==> config.mk <==
export PLATFORM = sky130hd
export DESIGN_NAME = rrb_bank
export DESIGN_NICKNAME = d
export VERILOG_FILES = /design/src/hdl/rrb_pkg.sv /design/src/hdl/rrb_tick.sv /design/src/hdl/rrb_bank.sv
export VERILOG_INCLUDE_DIRS = /design/src /design/src/hdl
export SDC_FILE = /design/constraint.sdc
export NUM_CORES = 1
export LEC_CHECK = 0
export ABC_AREA = 1
export BUFFER_PORTS_ARGS = -buffer_cell sky130_fd_sc_hd__buf_2
export CORE_UTILIZATION = 30
export CTS_BUF_LIST = sky130_fd_sc_hd__clkbuf_8 sky130_fd_sc_hd__clkbuf_16
export CTS_CLUSTER_DIAMETER = 80
export CTS_CLUSTER_SIZE = 28
export DETAILED_ROUTE_END_ITERATION = 10
export GPL_ROUTABILITY_DRIVEN = 0
export SLEW_MARGIN = 30
export SYNTH_ARGS = -nofsm -noshare
export SYNTH_HDL_FRONTEND = slang
export SYNTH_HIERARCHICAL = 1
export SYNTH_SLANG_ARGS = --single-unit
==> constraint.sdc <==
create_clock -name CLK_I -period 9.3 [get_ports CLK_I]
set_input_delay 2.79 -clock CLK_I [delete_from_list [all_inputs] [get_ports CLK_I]]
set_output_delay 2.79 -clock CLK_I [all_outputs]
set_load 0.02 [all_outputs]
==> src/hdl/rrb_cfg.svh <==
// Offsets, field positions, reset values and timing counts of the RMS result bank
// Assumes a 100 MHz system clock; included by the modules and the testbench
`ifndef RRB_CFG_SVH
`define RRB_CFG_SVH

// Register indices; byte address is four times the index
`define RRB_IDX_RAW_TOT_U     12'h104
`define RRB_IDX_RAW_TOT_I     12'h105
`define RRB_IDX_RAW_MEAS      12'h106
`define RRB_IDX_RAW_FUND_U    12'h109
`define RRB_IDX_RAW_FUND_I    12'h10a
`define RRB_IDX_INST_TOT_U    12'h10d
`define RRB_IDX_INST_TOT_I    12'h10e
`define RRB_IDX_STATUS        12'h1f0
`define RRB_IDX_CTRL          12'h1f1

// Control register fields
`define RRB_CTRL_CLK_SEL_BIT  0
`define RRB_CTRL_SRC_B_BIT    1
// Status register fields
`define RRB_STAT_SETTLED_BIT  0
`define RRB_STAT_SRC_B_BIT    1
`define RRB_STAT_CLK_SEL_BIT  2

`define RRB_RESULT_RESET      32'h0000_0000
`define RRB_CTRL_RESET        2'h0

// Timing in ms at each metering clock rate
`define RRB_UPD_FAST_MS       160
`define RRB_SETTLE_FAST_MS    500
`define RRB_UPD_SLOW_MS       640
`define RRB_SETTLE_SLOW_MS    2000
`define RRB_SYS_CLK_HZ        100000000
// One millisecond tick at the system clock
`define RRB_MS_CYCLES         (`RRB_SYS_CLK_HZ / 1000)

`endif

==> src/hdl/rrb_pkg.sv <==
// Types shared by the RMS result bank
// Assumes rrb_cfg.svh for numeric values
package rrb_pkg;

  // One set of results from the metering datapath
  typedef struct packed {
    logic [31:0] raw_tot_u;
    logic [31:0] raw_tot_ia;
    logic [31:0] raw_tot_ib;
    logic [31:0] raw_meas;
    logic [31:0] raw_fund_u;
    logic [31:0] raw_fund_ia;
    logic [31:0] raw_fund_ib;
    logic [31:0] inst_tot_u;
    logic [31:0] inst_tot_ia;
    logic [31:0] inst_tot_ib;
  } rrb_results_t;

  typedef struct packed {
    logic        awvalid;
    logic [31:0] awaddr;
    logic        wvalid;
    logic [31:0] wdata;
    logic [3:0]  wstrb;
    logic        bready;
    logic        arvalid;
    logic [31:0] araddr;
    logic        rready;
  } rrb_axi_req_t;

  typedef struct packed {
    logic        awready;
    logic        wready;
    logic        bvalid;
    logic [1:0]  bresp;
    logic        arready;
    logic        rvalid;
    logic [31:0] rdata;
    logic [1:0]  rresp;
  } rrb_axi_rsp_t;

endpackage : rrb_pkg

==> src/hdl/rrb_tick.sv <==
// Refresh and settle timer of the RMS result bank
// Assumes one system clock; the interval follows the metering clock selection
`include "rrb_cfg.svh"

module rrb_tick #(
  parameter int MS_CYCLES = `RRB_MS_CYCLES
) (
  // Clock and reset
  input  wire logic CLK_I,
  input  wire logic RST_N_I,
  // Control
  input  wire logic slow_i,
  input  wire logic restart_i,
  // Events
  output logic      refresh_o,
  output logic      settled_o
);
  import rrb_pkg::*;

  if (MS_CYCLES < 1) begin : g_ms_check
    $error("MS_CYCLES must be at least 1");
  end

  logic [31:0] pre_reg, pre_next;
  logic [15:0] ms_reg, ms_next;
  logic [15:0] age_reg, age_next;
  logic        set_reg, set_next;
  logic        ms_tick;
  logic [15:0] upd_ms, settle_ms;

  assign ms_tick   = (pre_reg == 32'(MS_CYCLES - 1));
  assign upd_ms    = slow_i ? 16'(`RRB_UPD_SLOW_MS) : 16'(`RRB_UPD_FAST_MS);
  assign settle_ms = slow_i ? 16'(`RRB_SETTLE_SLOW_MS) : 16'(`RRB_SETTLE_FAST_MS);

  always_comb begin
    pre_next  = ms_tick ? 32'h0000_0000 : pre_reg + 32'h0000_0001;
    ms_next   = ms_reg;
    age_next  = age_reg;
    set_next  = set_reg;
    if (ms_tick) begin
      ms_next = (ms_reg == upd_ms - 16'h0001) ? 16'h0000 : ms_reg + 16'h0001;
      if (!set_reg) begin
        age_next = age_reg + 16'h0001;
      end
      if (age_reg == settle_ms - 16'h0001) begin
        set_next = 1'b1;
      end
    end
    if (restart_i) begin
      pre_next = 32'h0000_0000;
      ms_next  = 16'h0000;
      age_next = 16'h0000;
      set_next = 1'b0;
    end
  end

  always_ff @(posedge CLK_I or negedge RST_N_I) begin
    if (!RST_N_I) begin
      pre_reg <= 32'h0000_0000;
      ms_reg  <= 16'h0000;
      age_reg <= 16'h0000;
      set_reg <= 1'b0;
    end else begin
      pre_reg <= pre_next;
      ms_reg  <= ms_next;
      age_reg <= age_next;
      set_reg <= set_next;
    end
  end

  assign refresh_o = ms_tick && (ms_reg == upd_ms - 16'h0001) && !restart_i;
  assign settled_o = set_reg;

  a_tick_refresh_gap: assert property (@(posedge CLK_I) disable iff (!RST_N_I)
    refresh_o |=> !refresh_o)
    else $error("refresh pulse lasted more than one cycle");

endmodule : rrb_tick

==> src/hdl/rrb_bank.sv <==
// Function
// - Every result register is 32-bit two's complement and host readable and writable.
// - With the fast metering clock each result refreshes every 160 ms, settled after 500 ms.
// - With the slow metering clock each result refreshes every 640 ms, settled after 2000 ms.
// - Raw total current holds input A or B as the current channel selects.
// - Raw fundamental current follows the current channel's selected input.
// - Instantaneous total current follows the current channel's selected input.
// - A register holds the raw total voltage RMS, refreshed periodically.
// - A register holds the raw fundamental voltage RMS.
// - A register holds the raw RMS of the measurement channel signal.
// - A separate register holds the instantaneous total voltage RMS.
//
// RMS result register bank with an AXI4-Lite slave
// Assumes the metering datapath presents results continuously on RESULTS_I
`include "rrb_cfg.svh"

module rrb_bank #(
  parameter int MS_CYCLES = `RRB_MS_CYCLES
) (
  // Clock and reset
  input  wire logic          CLK_I,
  input  wire logic          RST_N_I,
  // Metering datapath
  input  rrb_pkg::rrb_results_t RESULTS_I,
  // AXI4-Lite slave
  input  rrb_pkg::rrb_axi_req_t AXI_REQ_I,
  output rrb_pkg::rrb_axi_rsp_t AXI_RSP_O,
  // Status
  output logic               REFRESH_O,
  output logic               SETTLED_O
);
  import rrb_pkg::*;

  // A zero-length millisecond would leave the prescaler without a terminal count
  if (MS_CYCLES < 1) begin : g_ms_check
    $error("MS_CYCLES must be at least 1");
  end

  localparam int NREG = 7;

  //////////////////////////////////////////////////////////////////////////////
  // Register map decode
  function automatic logic [3:0] decode(input logic [31:0] addr);
    logic [11:0] idx;
    idx = addr[13:2];
    if (addr[31:14] != 18'h0) begin
      decode = 4'hf;
    end else begin
      case (idx)
        `RRB_IDX_RAW_TOT_U:  decode = 4'h0;
        `RRB_IDX_RAW_TOT_I:  decode = 4'h1;
        `RRB_IDX_RAW_MEAS:   decode = 4'h2;
        `RRB_IDX_RAW_FUND_U: decode = 4'h3;
        `RRB_IDX_RAW_FUND_I: decode = 4'h4;
        `RRB_IDX_INST_TOT_U: decode = 4'h5;
        `RRB_IDX_INST_TOT_I: decode = 4'h6;
        `RRB_IDX_STATUS:     decode = 4'h7;
        `RRB_IDX_CTRL:       decode = 4'h8;
        default:             decode = 4'hf;
      endcase
    end
  endfunction : decode

  function automatic logic [31:0] merge(input logic [31:0] old, input logic [31:0] wd,
                                        input logic [3:0] be);
    logic [31:0] r;
    r = old;
    for (int i = 0; i < 4; i++) begin
      if (be[i]) r[8*i +: 8] = wd[8*i +: 8];
    end
    merge = r;
  endfunction : merge

  //////////////////////////////////////////////////////////////////////////////
  // Timer
  logic [1:0] ctrl_reg, ctrl_next;
  logic       refresh, settled, restart;

  rrb_tick #(
    .MS_CYCLES (MS_CYCLES)
  ) u_tick (
    .CLK_I     (CLK_I),
    .RST_N_I   (RST_N_I),
    .slow_i    (ctrl_reg[`RRB_CTRL_CLK_SEL_BIT]),
    .restart_i (restart),
    .refresh_o (refresh),
    .settled_o (settled)
  );

  //////////////////////////////////////////////////////////////////////////////
  // Write channel state
  typedef enum logic [1:0] {
    RRB_W_IDLE = 2'b00,
    RRB_W_RESP = 2'b01
  } rrb_wstate_t;

  rrb_wstate_t wst_reg, wst_next;
  logic        aw_hold_reg, aw_hold_next;
  logic        w_hold_reg, w_hold_next;
  logic [31:0] awaddr_reg, awaddr_next;
  logic [31:0] wdata_reg, wdata_next;
  logic [3:0]  wstrb_reg, wstrb_next;
  logic [1:0]  bresp_reg, bresp_next;
  logic        aw_take, w_take, do_write;
  logic [31:0] wa;
  logic [31:0] wd;
  logic [3:0]  wb;
  logic [3:0]  wsel;

  assign aw_take  = (wst_reg == RRB_W_IDLE) && !aw_hold_reg && AXI_REQ_I.awvalid;
  assign w_take   = (wst_reg == RRB_W_IDLE) && !w_hold_reg && AXI_REQ_I.wvalid;
  assign wa       = aw_hold_reg ? awaddr_reg : AXI_REQ_I.awaddr;
  assign wd       = w_hold_reg ? wdata_reg : AXI_REQ_I.wdata;
  assign wb       = w_hold_reg ? wstrb_reg : AXI_REQ_I.wstrb;
  assign do_write = (wst_reg == RRB_W_IDLE) && (aw_hold_reg || aw_take)
                    && (w_hold_reg || w_take);
  assign wsel     = decode(wa);
  assign restart  = do_write && (wsel == 4'h8);

  always_comb begin
    wst_next     = wst_reg;
    aw_hold_next = aw_hold_reg | aw_take;
    w_hold_next  = w_hold_reg | w_take;
    awaddr_next  = aw_take ? AXI_REQ_I.awaddr : awaddr_reg;
    wdata_next   = w_take ? AXI_REQ_I.wdata : wdata_reg;
    wstrb_next   = w_take ? AXI_REQ_I.wstrb : wstrb_reg;
    bresp_next   = bresp_reg;
    case (wst_reg)
      RRB_W_IDLE: begin
        if (do_write) begin
          wst_next     = RRB_W_RESP;
          aw_hold_next = 1'b0;
          w_hold_next  = 1'b0;
          bresp_next   = (wsel == 4'hf || wsel == 4'h7) ? 2'h2 : 2'h0;
        end
      end
      RRB_W_RESP: begin
        if (AXI_REQ_I.bready) wst_next = RRB_W_IDLE;
      end
      default: wst_next = RRB_W_IDLE;
    endcase
  end

  //////////////////////////////////////////////////////////////////////////////
  // Result registers and control
  logic [NREG-1:0][31:0] res_reg, res_next;
  logic                  src_b;

  assign src_b = ctrl_reg[`RRB_CTRL_SRC_B_BIT];

  always_comb begin
    res_next  = res_reg;
    ctrl_next = ctrl_reg;
    if (do_write && wsel < 4'(NREG)) begin
      res_next[wsel[2:0]] = merge(res_reg[wsel[2:0]], wd, wb);
    end
    if (do_write && wsel == 4'h8 && wb[0]) begin
      ctrl_next = wd[1:0];
    end
    // whole-word refresh, wins over a same-cycle write
    if (refresh) begin
      res_next[0] = RESULTS_I.raw_tot_u;
      res_next[1] = src_b ? RESULTS_I.raw_tot_ib : RESULTS_I.raw_tot_ia;
      res_next[2] = RESULTS_I.raw_meas;
      res_next[3] = RESULTS_I.raw_fund_u;
      res_next[4] = src_b ? RESULTS_I.raw_fund_ib : RESULTS_I.raw_fund_ia;
      res_next[5] = RESULTS_I.inst_tot_u;
      res_next[6] = src_b ? RESULTS_I.inst_tot_ib : RESULTS_I.inst_tot_ia;
    end
  end

  always_ff @(posedge CLK_I or negedge RST_N_I) begin
    if (!RST_N_I) begin
      wst_reg     <= RRB_W_IDLE;
      aw_hold_reg <= 1'b0;
      w_hold_reg  <= 1'b0;
      awaddr_reg  <= 32'h0000_0000;
      wdata_reg   <= 32'h0000_0000;
      wstrb_reg   <= 4'h0;
      bresp_reg   <= 2'h0;
      res_reg     <= {NREG{`RRB_RESULT_RESET}};
      ctrl_reg    <= `RRB_CTRL_RESET;
    end else begin
      wst_reg     <= wst_next;
      aw_hold_reg <= aw_hold_next;
      w_hold_reg  <= w_hold_next;
      awaddr_reg  <= awaddr_next;
      wdata_reg   <= wdata_next;
      wstrb_reg   <= wstrb_next;
      bresp_reg   <= bresp_next;
      res_reg     <= res_next;
      ctrl_reg    <= ctrl_next;
    end
  end

  //////////////////////////////////////////////////////////////////////////////
  // Read channel
  logic        rv_reg, rv_next;
  logic [31:0] rdata_reg, rdata_next;
  logic [1:0]  rresp_reg, rresp_next;
  logic [3:0]  rsel;

  assign rsel = decode(AXI_REQ_I.araddr);

  always_comb begin
    rv_next    = rv_reg;
    rdata_next = rdata_reg;
    rresp_next = rresp_reg;
    if (rv_reg && AXI_REQ_I.rready) rv_next = 1'b0;
    if (!rv_reg && AXI_REQ_I.arvalid) begin
      rv_next    = 1'b1;
      rresp_next = 2'h0;
      if (rsel < 4'(NREG)) begin
        rdata_next = res_reg[rsel[2:0]];
      end else if (rsel == 4'h7) begin
        rdata_next = 32'h0000_0000;
        rdata_next[`RRB_STAT_SETTLED_BIT] = settled;
        rdata_next[`RRB_STAT_SRC_B_BIT]   = src_b;
        rdata_next[`RRB_STAT_CLK_SEL_BIT] = ctrl_reg[`RRB_CTRL_CLK_SEL_BIT];
      end else if (rsel == 4'h8) begin
        rdata_next = {30'h0, ctrl_reg};
      end else begin
        rdata_next = 32'h0000_0000;
        rresp_next = 2'h2;
      end
    end
  end

  always_ff @(posedge CLK_I or negedge RST_N_I) begin
    if (!RST_N_I) begin
      rv_reg    <= 1'b0;
      rdata_reg <= 32'h0000_0000;
      rresp_reg <= 2'h0;
    end else begin
      rv_reg    <= rv_next;
      rdata_reg <= rdata_next;
      rresp_reg <= rresp_next;
    end
  end

  always_comb begin
    AXI_RSP_O         = '0;
    AXI_RSP_O.awready = (wst_reg == RRB_W_IDLE) && !aw_hold_reg;
    AXI_RSP_O.wready  = (wst_reg == RRB_W_IDLE) && !w_hold_reg;
    AXI_RSP_O.bvalid  = (wst_reg == RRB_W_RESP);
    AXI_RSP_O.bresp   = bresp_reg;
    AXI_RSP_O.arready = !rv_reg;
    AXI_RSP_O.rvalid  = rv_reg;
    AXI_RSP_O.rdata   = rdata_reg;
    AXI_RSP_O.rresp   = rresp_reg;
  end

  assign REFRESH_O = refresh;
  assign SETTLED_O = settled;

  //////////////////////////////////////////////////////////////////////////////
  // Checks
  a_refresh_raw_u: assert property (@(posedge CLK_I) disable iff (!RST_N_I)
    refresh |=> res_reg[0] == $past(RESULTS_I.raw_tot_u))
    else $error("raw voltage not loaded on refresh");
  a_refresh_cur_src: assert property (@(posedge CLK_I) disable iff (!RST_N_I)
    refresh |=> res_reg[1] == ($past(src_b) ? $past(RESULTS_I.raw_tot_ib)
                                            : $past(RESULTS_I.raw_tot_ia)))
    else $error("raw total current source wrong");
  a_refresh_fund_i: assert property (@(posedge CLK_I) disable iff (!RST_N_I)
    refresh |=> res_reg[4] == ($past(src_b) ? $past(RESULTS_I.raw_fund_ib)
                                            : $past(RESULTS_I.raw_fund_ia)))
    else $error("fundamental current source wrong");
  a_refresh_inst_i: assert property (@(posedge CLK_I) disable iff (!RST_N_I)
    refresh |=> res_reg[6] == ($past(src_b) ? $past(RESULTS_I.inst_tot_ib)
                                            : $past(RESULTS_I.inst_tot_ia)))
    else $error("instantaneous current source wrong");
  a_refresh_meas: assert property (@(posedge CLK_I) disable iff (!RST_N_I)
    refresh |=> res_reg[2] == $past(RESULTS_I.raw_meas) &&
                res_reg[3] == $past(RESULTS_I.raw_fund_u))
    else $error("measurement or fundamental voltage not loaded");
  a_refresh_inst_u: assert property (@(posedge CLK_I) disable iff (!RST_N_I)
    refresh |=> res_reg[5] == $past(RESULTS_I.inst_tot_u))
    else $error("instantaneous voltage not loaded");
  a_hold_between: assert property (@(posedge CLK_I) disable iff (!RST_N_I)
    !refresh && !do_write |=> $stable(res_reg))
    else $error("result changed without refresh or write");
  a_write_reads_back: assert property (@(posedge CLK_I) disable iff (!RST_N_I)
    do_write && !refresh && wsel == 4'h0 && wb == 4'hf |=> res_reg[0] == $past(wd))
    else $error("host write not stored");
  a_settle_not_early: assert property (@(posedge CLK_I) disable iff (!RST_N_I)
    restart |=> !settled [*8])
    else $error("settled too soon after restart");
  // refused accesses answer with an error
  a_read_refused: assert property (@(posedge CLK_I) disable iff (!RST_N_I)
    !rv_reg && AXI_REQ_I.arvalid && rsel == 4'hf |=> rresp_reg == 2'h2 && rdata_reg == 32'h0)
    else $error("unmapped read not refused");
  a_status_write_err: assert property (@(posedge CLK_I) disable iff (!RST_N_I)
    do_write && wsel == 4'h7 |=> bresp_reg == 2'h2 && $stable(ctrl_reg))
    else $error("status write not refused");

endmodule : rrb_bank

After elaboration in Yosys (flattened, before gate mapping) --
Index checks and enable logic that the tools add are counted.
Word-level totals: flip-flop bits (word level) 400, input port bits 427, output and inout port bits 43, word-level logic and storage cells 152
Cells by class: add/subtract/negate cells 5, magnitude comparators 5, eq/ne operators 30, muxes and demuxes 56, bitwise operators 2, reduce and logical (&&, ||, !) cells 32
Operator list (number):
- $mux 224 | 2
- $mux 32 | 11
- $bwmux 224 | 1
- $eq 12x9->1 const B | 18
- $bmux 32 s3 | 2
- $demux 32 s3 | 1
- $mux 16 | 6
- $pmux 4 s9 | 2
- $mux 8 | 8
- $reduce_bool 18->1 | 2
- $add 16x1->16 const B | 2
- $add 32x1->32 const B | 1
- $eq 16x16->1 | 2
- $eq 32x17->1 const B | 1
- $sub 16x1->16 const B | 2
- $logic_and 1x1->1 | 14
- $mux 2 | 7
- $eq 4x4->1 const B | 3
- $mux 4 | 3
- $mux 11 | 1
- $mux 10 | 1
- $mux 1 | 9
- $eq 4x3->1 const B | 2
- $lt 3x4->1 const B | 2
- other kinds (13) | 27

Logic depth before layout (Yosys ltp) --
word-level depth 11, gate-level depth with buffers 25, depth with buffers taken out 20

Cells and area by module --
Netlist, hierarchy kept.
Modules (own cells, without submodules):
- rrb_bank | times used 1, cells each 3673, area each 23184.7 um^2, sequential area each 8257.9 um^2
- rrb_tick | times used 1, cells each 664, area each 4300.4 um^2, sequential area each 1626.6 um^2

Least setup slack after synthesis --
No wires, ideal clock.
kind input to output, start point in AXI_REQ_I[81] (netlist name), end point out REFRESH_O, data arrival time 4.703 ns, required time 6.510 ns, slack 1.807 ns, stages 16, cells stage by stage inv_1 -> nand2_1 -> nand2_1 -> nand2_1 -> nor2_2 -> nand2_2 -> nor2_2 -> nor2_4 -> nand2_4 -> nand2_4 -> inv_2 -> nand2_2 -> nand3_1 -> nor3_2 -> clkbuf_1 -> nor3_1
On the way: cells in the longest elaborated chain, start to end 8
RTL lines:
- from (decl) | line rrb_bank.sv:26 | input rrb_pkg::rrb_axi_req_t AXI_REQ_I,
- $mux 32 * | line rrb_bank.sv:112 | assign wa = aw_hold_reg ? awaddr_reg : AXI_REQ_I.awaddr;
- $eq 12x9->1 | line rrb_bank.sv:49 | case (idx)
- $pmux 4 s9 * | line rrb_bank.sv:49
- $mux 4 * | line rrb_bank.sv:46 | if (addr[31:14] != 18'h0) begin
- $eq 4x4->1 * | line rrb_bank.sv:118 | assign restart = do_write && (wsel == 4'h8);
- $logic_and 1x1->1 * | line rrb_bank.sv:118
- via restart | line rrb_bank.sv:77 | logic refresh, settled, restart;
- $logic_not 1->1 * | line rrb_tick.sv:71 | assign refresh_o = ms_tick && (ms_reg == upd_ms - 16'h0001) && !restart_i;
- $logic_and 1x1->1 * | line rrb_tick.sv:71
- to (decl) | line rrb_bank.sv:29 | output logic REFRESH_O,
Mark *: on every way through the listed nets, which the timed path passes. The rest lies on a longest branch.

Worst setup path after layout --
start point in AXI_REQ_I[79] (netlist name), end point out REFRESH_O
Same word-level chain as after synthesis.

==> impl_metrics.json <==
{
  "grt_max_degree": 115,
  "hold_start": "rdata_reg[6]",
  "synth_edf_count": 0,
  "timing.rr.end": "res_reg[131]",
  "fin_crit_ns": 8.34,
  "synth_most_common_cell": "nand2_1",
  "largest_reg_flops": 224,
  "ff2ff_path_depth": 20,
  "setup_tns_ns": 0,
  "r2r_setup_slack_ns": 3.66,
  "grt_pass1_wl_um": 170000,
  "r2r_start": "aw_hold_reg",
  "cts-resized-gates": 0,
  "firstDrtPassIters": 6,
  "worstMarginPinSlew_ns": 1.04,
  "crit_type": "input pin to output port",
  "routed-via-count": 29900,
  "holdWs_ns": 0.478,
  "core_um2": 90400,
  "drive_gt1_share_pct": 14.7,
  "grt_overflow": 0,
  "cts_tree": "done",
  "postCtsSetupBuffers": 0,
  "power.density_nw_per_um2": 151,
  "syn-cell-area_um2": 27500,
  "critPathMaxFanout": 17,
  "setup_viol": 0,
  "start_util_pct": 30.4,
  "hold_path_depth": 2,
  "period_share_pct": 89.7,
  "clk_latency_ns": 0.67,
  "stdcell_area_um2": 31800,
  "outcome": "finished, final reports clean",
  "antenna_found_initial": 14,
  "min_to": "rdata_reg[6]",
  "drv_slew": 0,
  "rsz0062_at_grt": "false",
  "ios": 470,
  "syn_avg_cell_area_um2": 6.34,
  "nNetsFinal": 5058,
  "cts.sinks": 395,
  "portBuffers": 463,
  "grt_pass1_vias": 28000,
  "cts_hold_buf": 0,
  "skew_ns": 0.0672,
  "endpoint_kind": "output port",
  "ys_seq_area_share_pct": 36.0,
  "cp.required_ns": 6.51,
  "clkTransAtPathRegs_ns": 0.08,
  "ys.flop_type": "dfrtp_1",
  "clock_tree.root_cell": "clkbuf_16",
  "cts_buffers": 29,
  "worst_setup_path_start_kind": "input pin",
  "cap_viol_max_count": 0,
  "synth_area_leaders": "dfrtp_1, nand2_1, nor2_1, nand3_1, inv_1",
  "hold_class": "flip-flop to flip-flop",
  "dpl.hpwl_um": 84700,
  "synth_cells": 4337,
  "rows": 110,
  "arrival_ns": 5.55,
  "place_area_um2": 30600,
  "finalHoldViolCount": 0,
  "clock_path_buffers": 3,
  "grt_usage_pct": 23.9,
  "viasPerCell": 5.13,
  "synth_common_cells": "nand2_1, nor2_1, inv_1",
  "netlist.area_leader.share_pct": 36.0,
  "ys_seq_elements": 395,
  "finalWirelength_um": 114000,
  "die_y_um": 305,
  "numPlacedInstances": 5770,
  "die_x_um": 305,
  "ant_nets": 0,
  "synth.distinct_cells": 51,
  "syn_to_final_growth_pct": 15.7,
  "clock.fmax_mhz": 120,
  "htree_levels": 1,
  "slew_headroom_pct": 30.7,
  "dieArea_um2": 92800,
  "wl_per_cell_um": 19.6,
  "total_leakage_power_nw": 17.1,
  "synth_warnings": 6,
  "drtIter0Drc": 3099,
  "peakVddDrop_mv": 0.143,
  "async_flop_share_pct": 100,
  "final_cells": 5830,
  "drcViolationCount": 0,
  "yosys.area.top_type": "dfrtp_1"
}
## layout make-up
type / instances / area, um2
repair buffers: 511 / 2830
diodes: 3 / 7.51
clock inverters: 22 / 295
inverters: 483 / 1820
clock buffers: 32 / 767
multi-input cells: 3208 / 14700
flip-flops and latches: 395 / 9890
well taps: 1176 / 1470
fillers: 9904 / 58600
## worst max-delay path, cell delays in order
cell and delay, ns:
buf_2 0.10, inv_1 0.08, nand2_1 0.06, nand2_1 0.07
nand2_1 0.07, nor2_2 0.23, nand2_2 0.11, inv_1 0.10
nand2_2 0.15, nand3_1 0.16, nand3_4 0.30, nor2_4 0.56
inv_2 0.14, nor3_4 0.33, nor3_2 0.10, buf_2 0.18
## routing by layer
metal	wire length, um	up-vias	part of all wire [%]	GRT usage [%]
met4	6230	4	5.5	11.5
met1	43700	14000	38	28.2
met5	27	-	0.024	0
met2	56500	1254	50	42.4
met3	7610	260	6.7	3.29
li1	-	14400	-	-
## logic make-up after synthesis
group                    share of synthesized area [%]
AO/OA/AOI/OAI                                     10.3
XOR/XNOR                                         0.605
adder cells (fa/ha/maj)                          0.137
buffers and inverters                             10.9
flip-flops                                        36.0
multiplexers                                     0.442
other                                           0.0136
AND/OR/NAND/NOR                                   41.7
## through the flow
step	total power [mW]	utilization [%]	setup WS [ns]
CTS	4.82	35.1	1.02
finish	4.80	35.2	0.959
detailed placement	3.35	33.9	1.02
global placement	3.33	33.7	1.11
floorplan	2.85	-	1.81
global route	5.06	35.1	0.736
## placed cells by master (no fill, tap or decap), types with 18 or more instances in the layout
cell	synthesis	layout
nand2_1	1355	1354
nor2_1	649	648
buf_2	81	462
inv_1	439	438
nand3_1	435	433
dfrtp_1	395	393
o21ai_0	204	204
nand4_1	152	152
o211ai_1	116	116
a21oi_1	105	105
inv_2	41	40
buf_4	28	38
o21bai_1	36	36
clkbuf_16	0	29
nor3_1	25	22
xor2_1	18	18
## report_power, final
part / total, mW / internal (mW) / switching, mW
logic: 1.27 / 0.369 / 0.902
clock network: 1.48 / 0.659 / 0.818
registers: 2.05 / 1.92 / 0.135
## how the worst max path moves through the flow
stage	depth (start not counted)	to	slack, ns	start
4_1_cts	16	REFRESH_O	1.02	AXI_REQ_I[79]
3_5_place_dp	16	REFRESH_O	1.02	AXI_REQ_I[79]
6_report	16	REFRESH_O	0.96	AXI_REQ_I[79]
3_3_place_gp	16	REFRESH_O	1.11	AXI_REQ_I[79]
2_1_floorplan	16	REFRESH_O	1.81	AXI_REQ_I[81]
5_1_grt	16	REFRESH_O	0.74	AXI_REQ_I[79]
(Power assumes the default switching activity.)
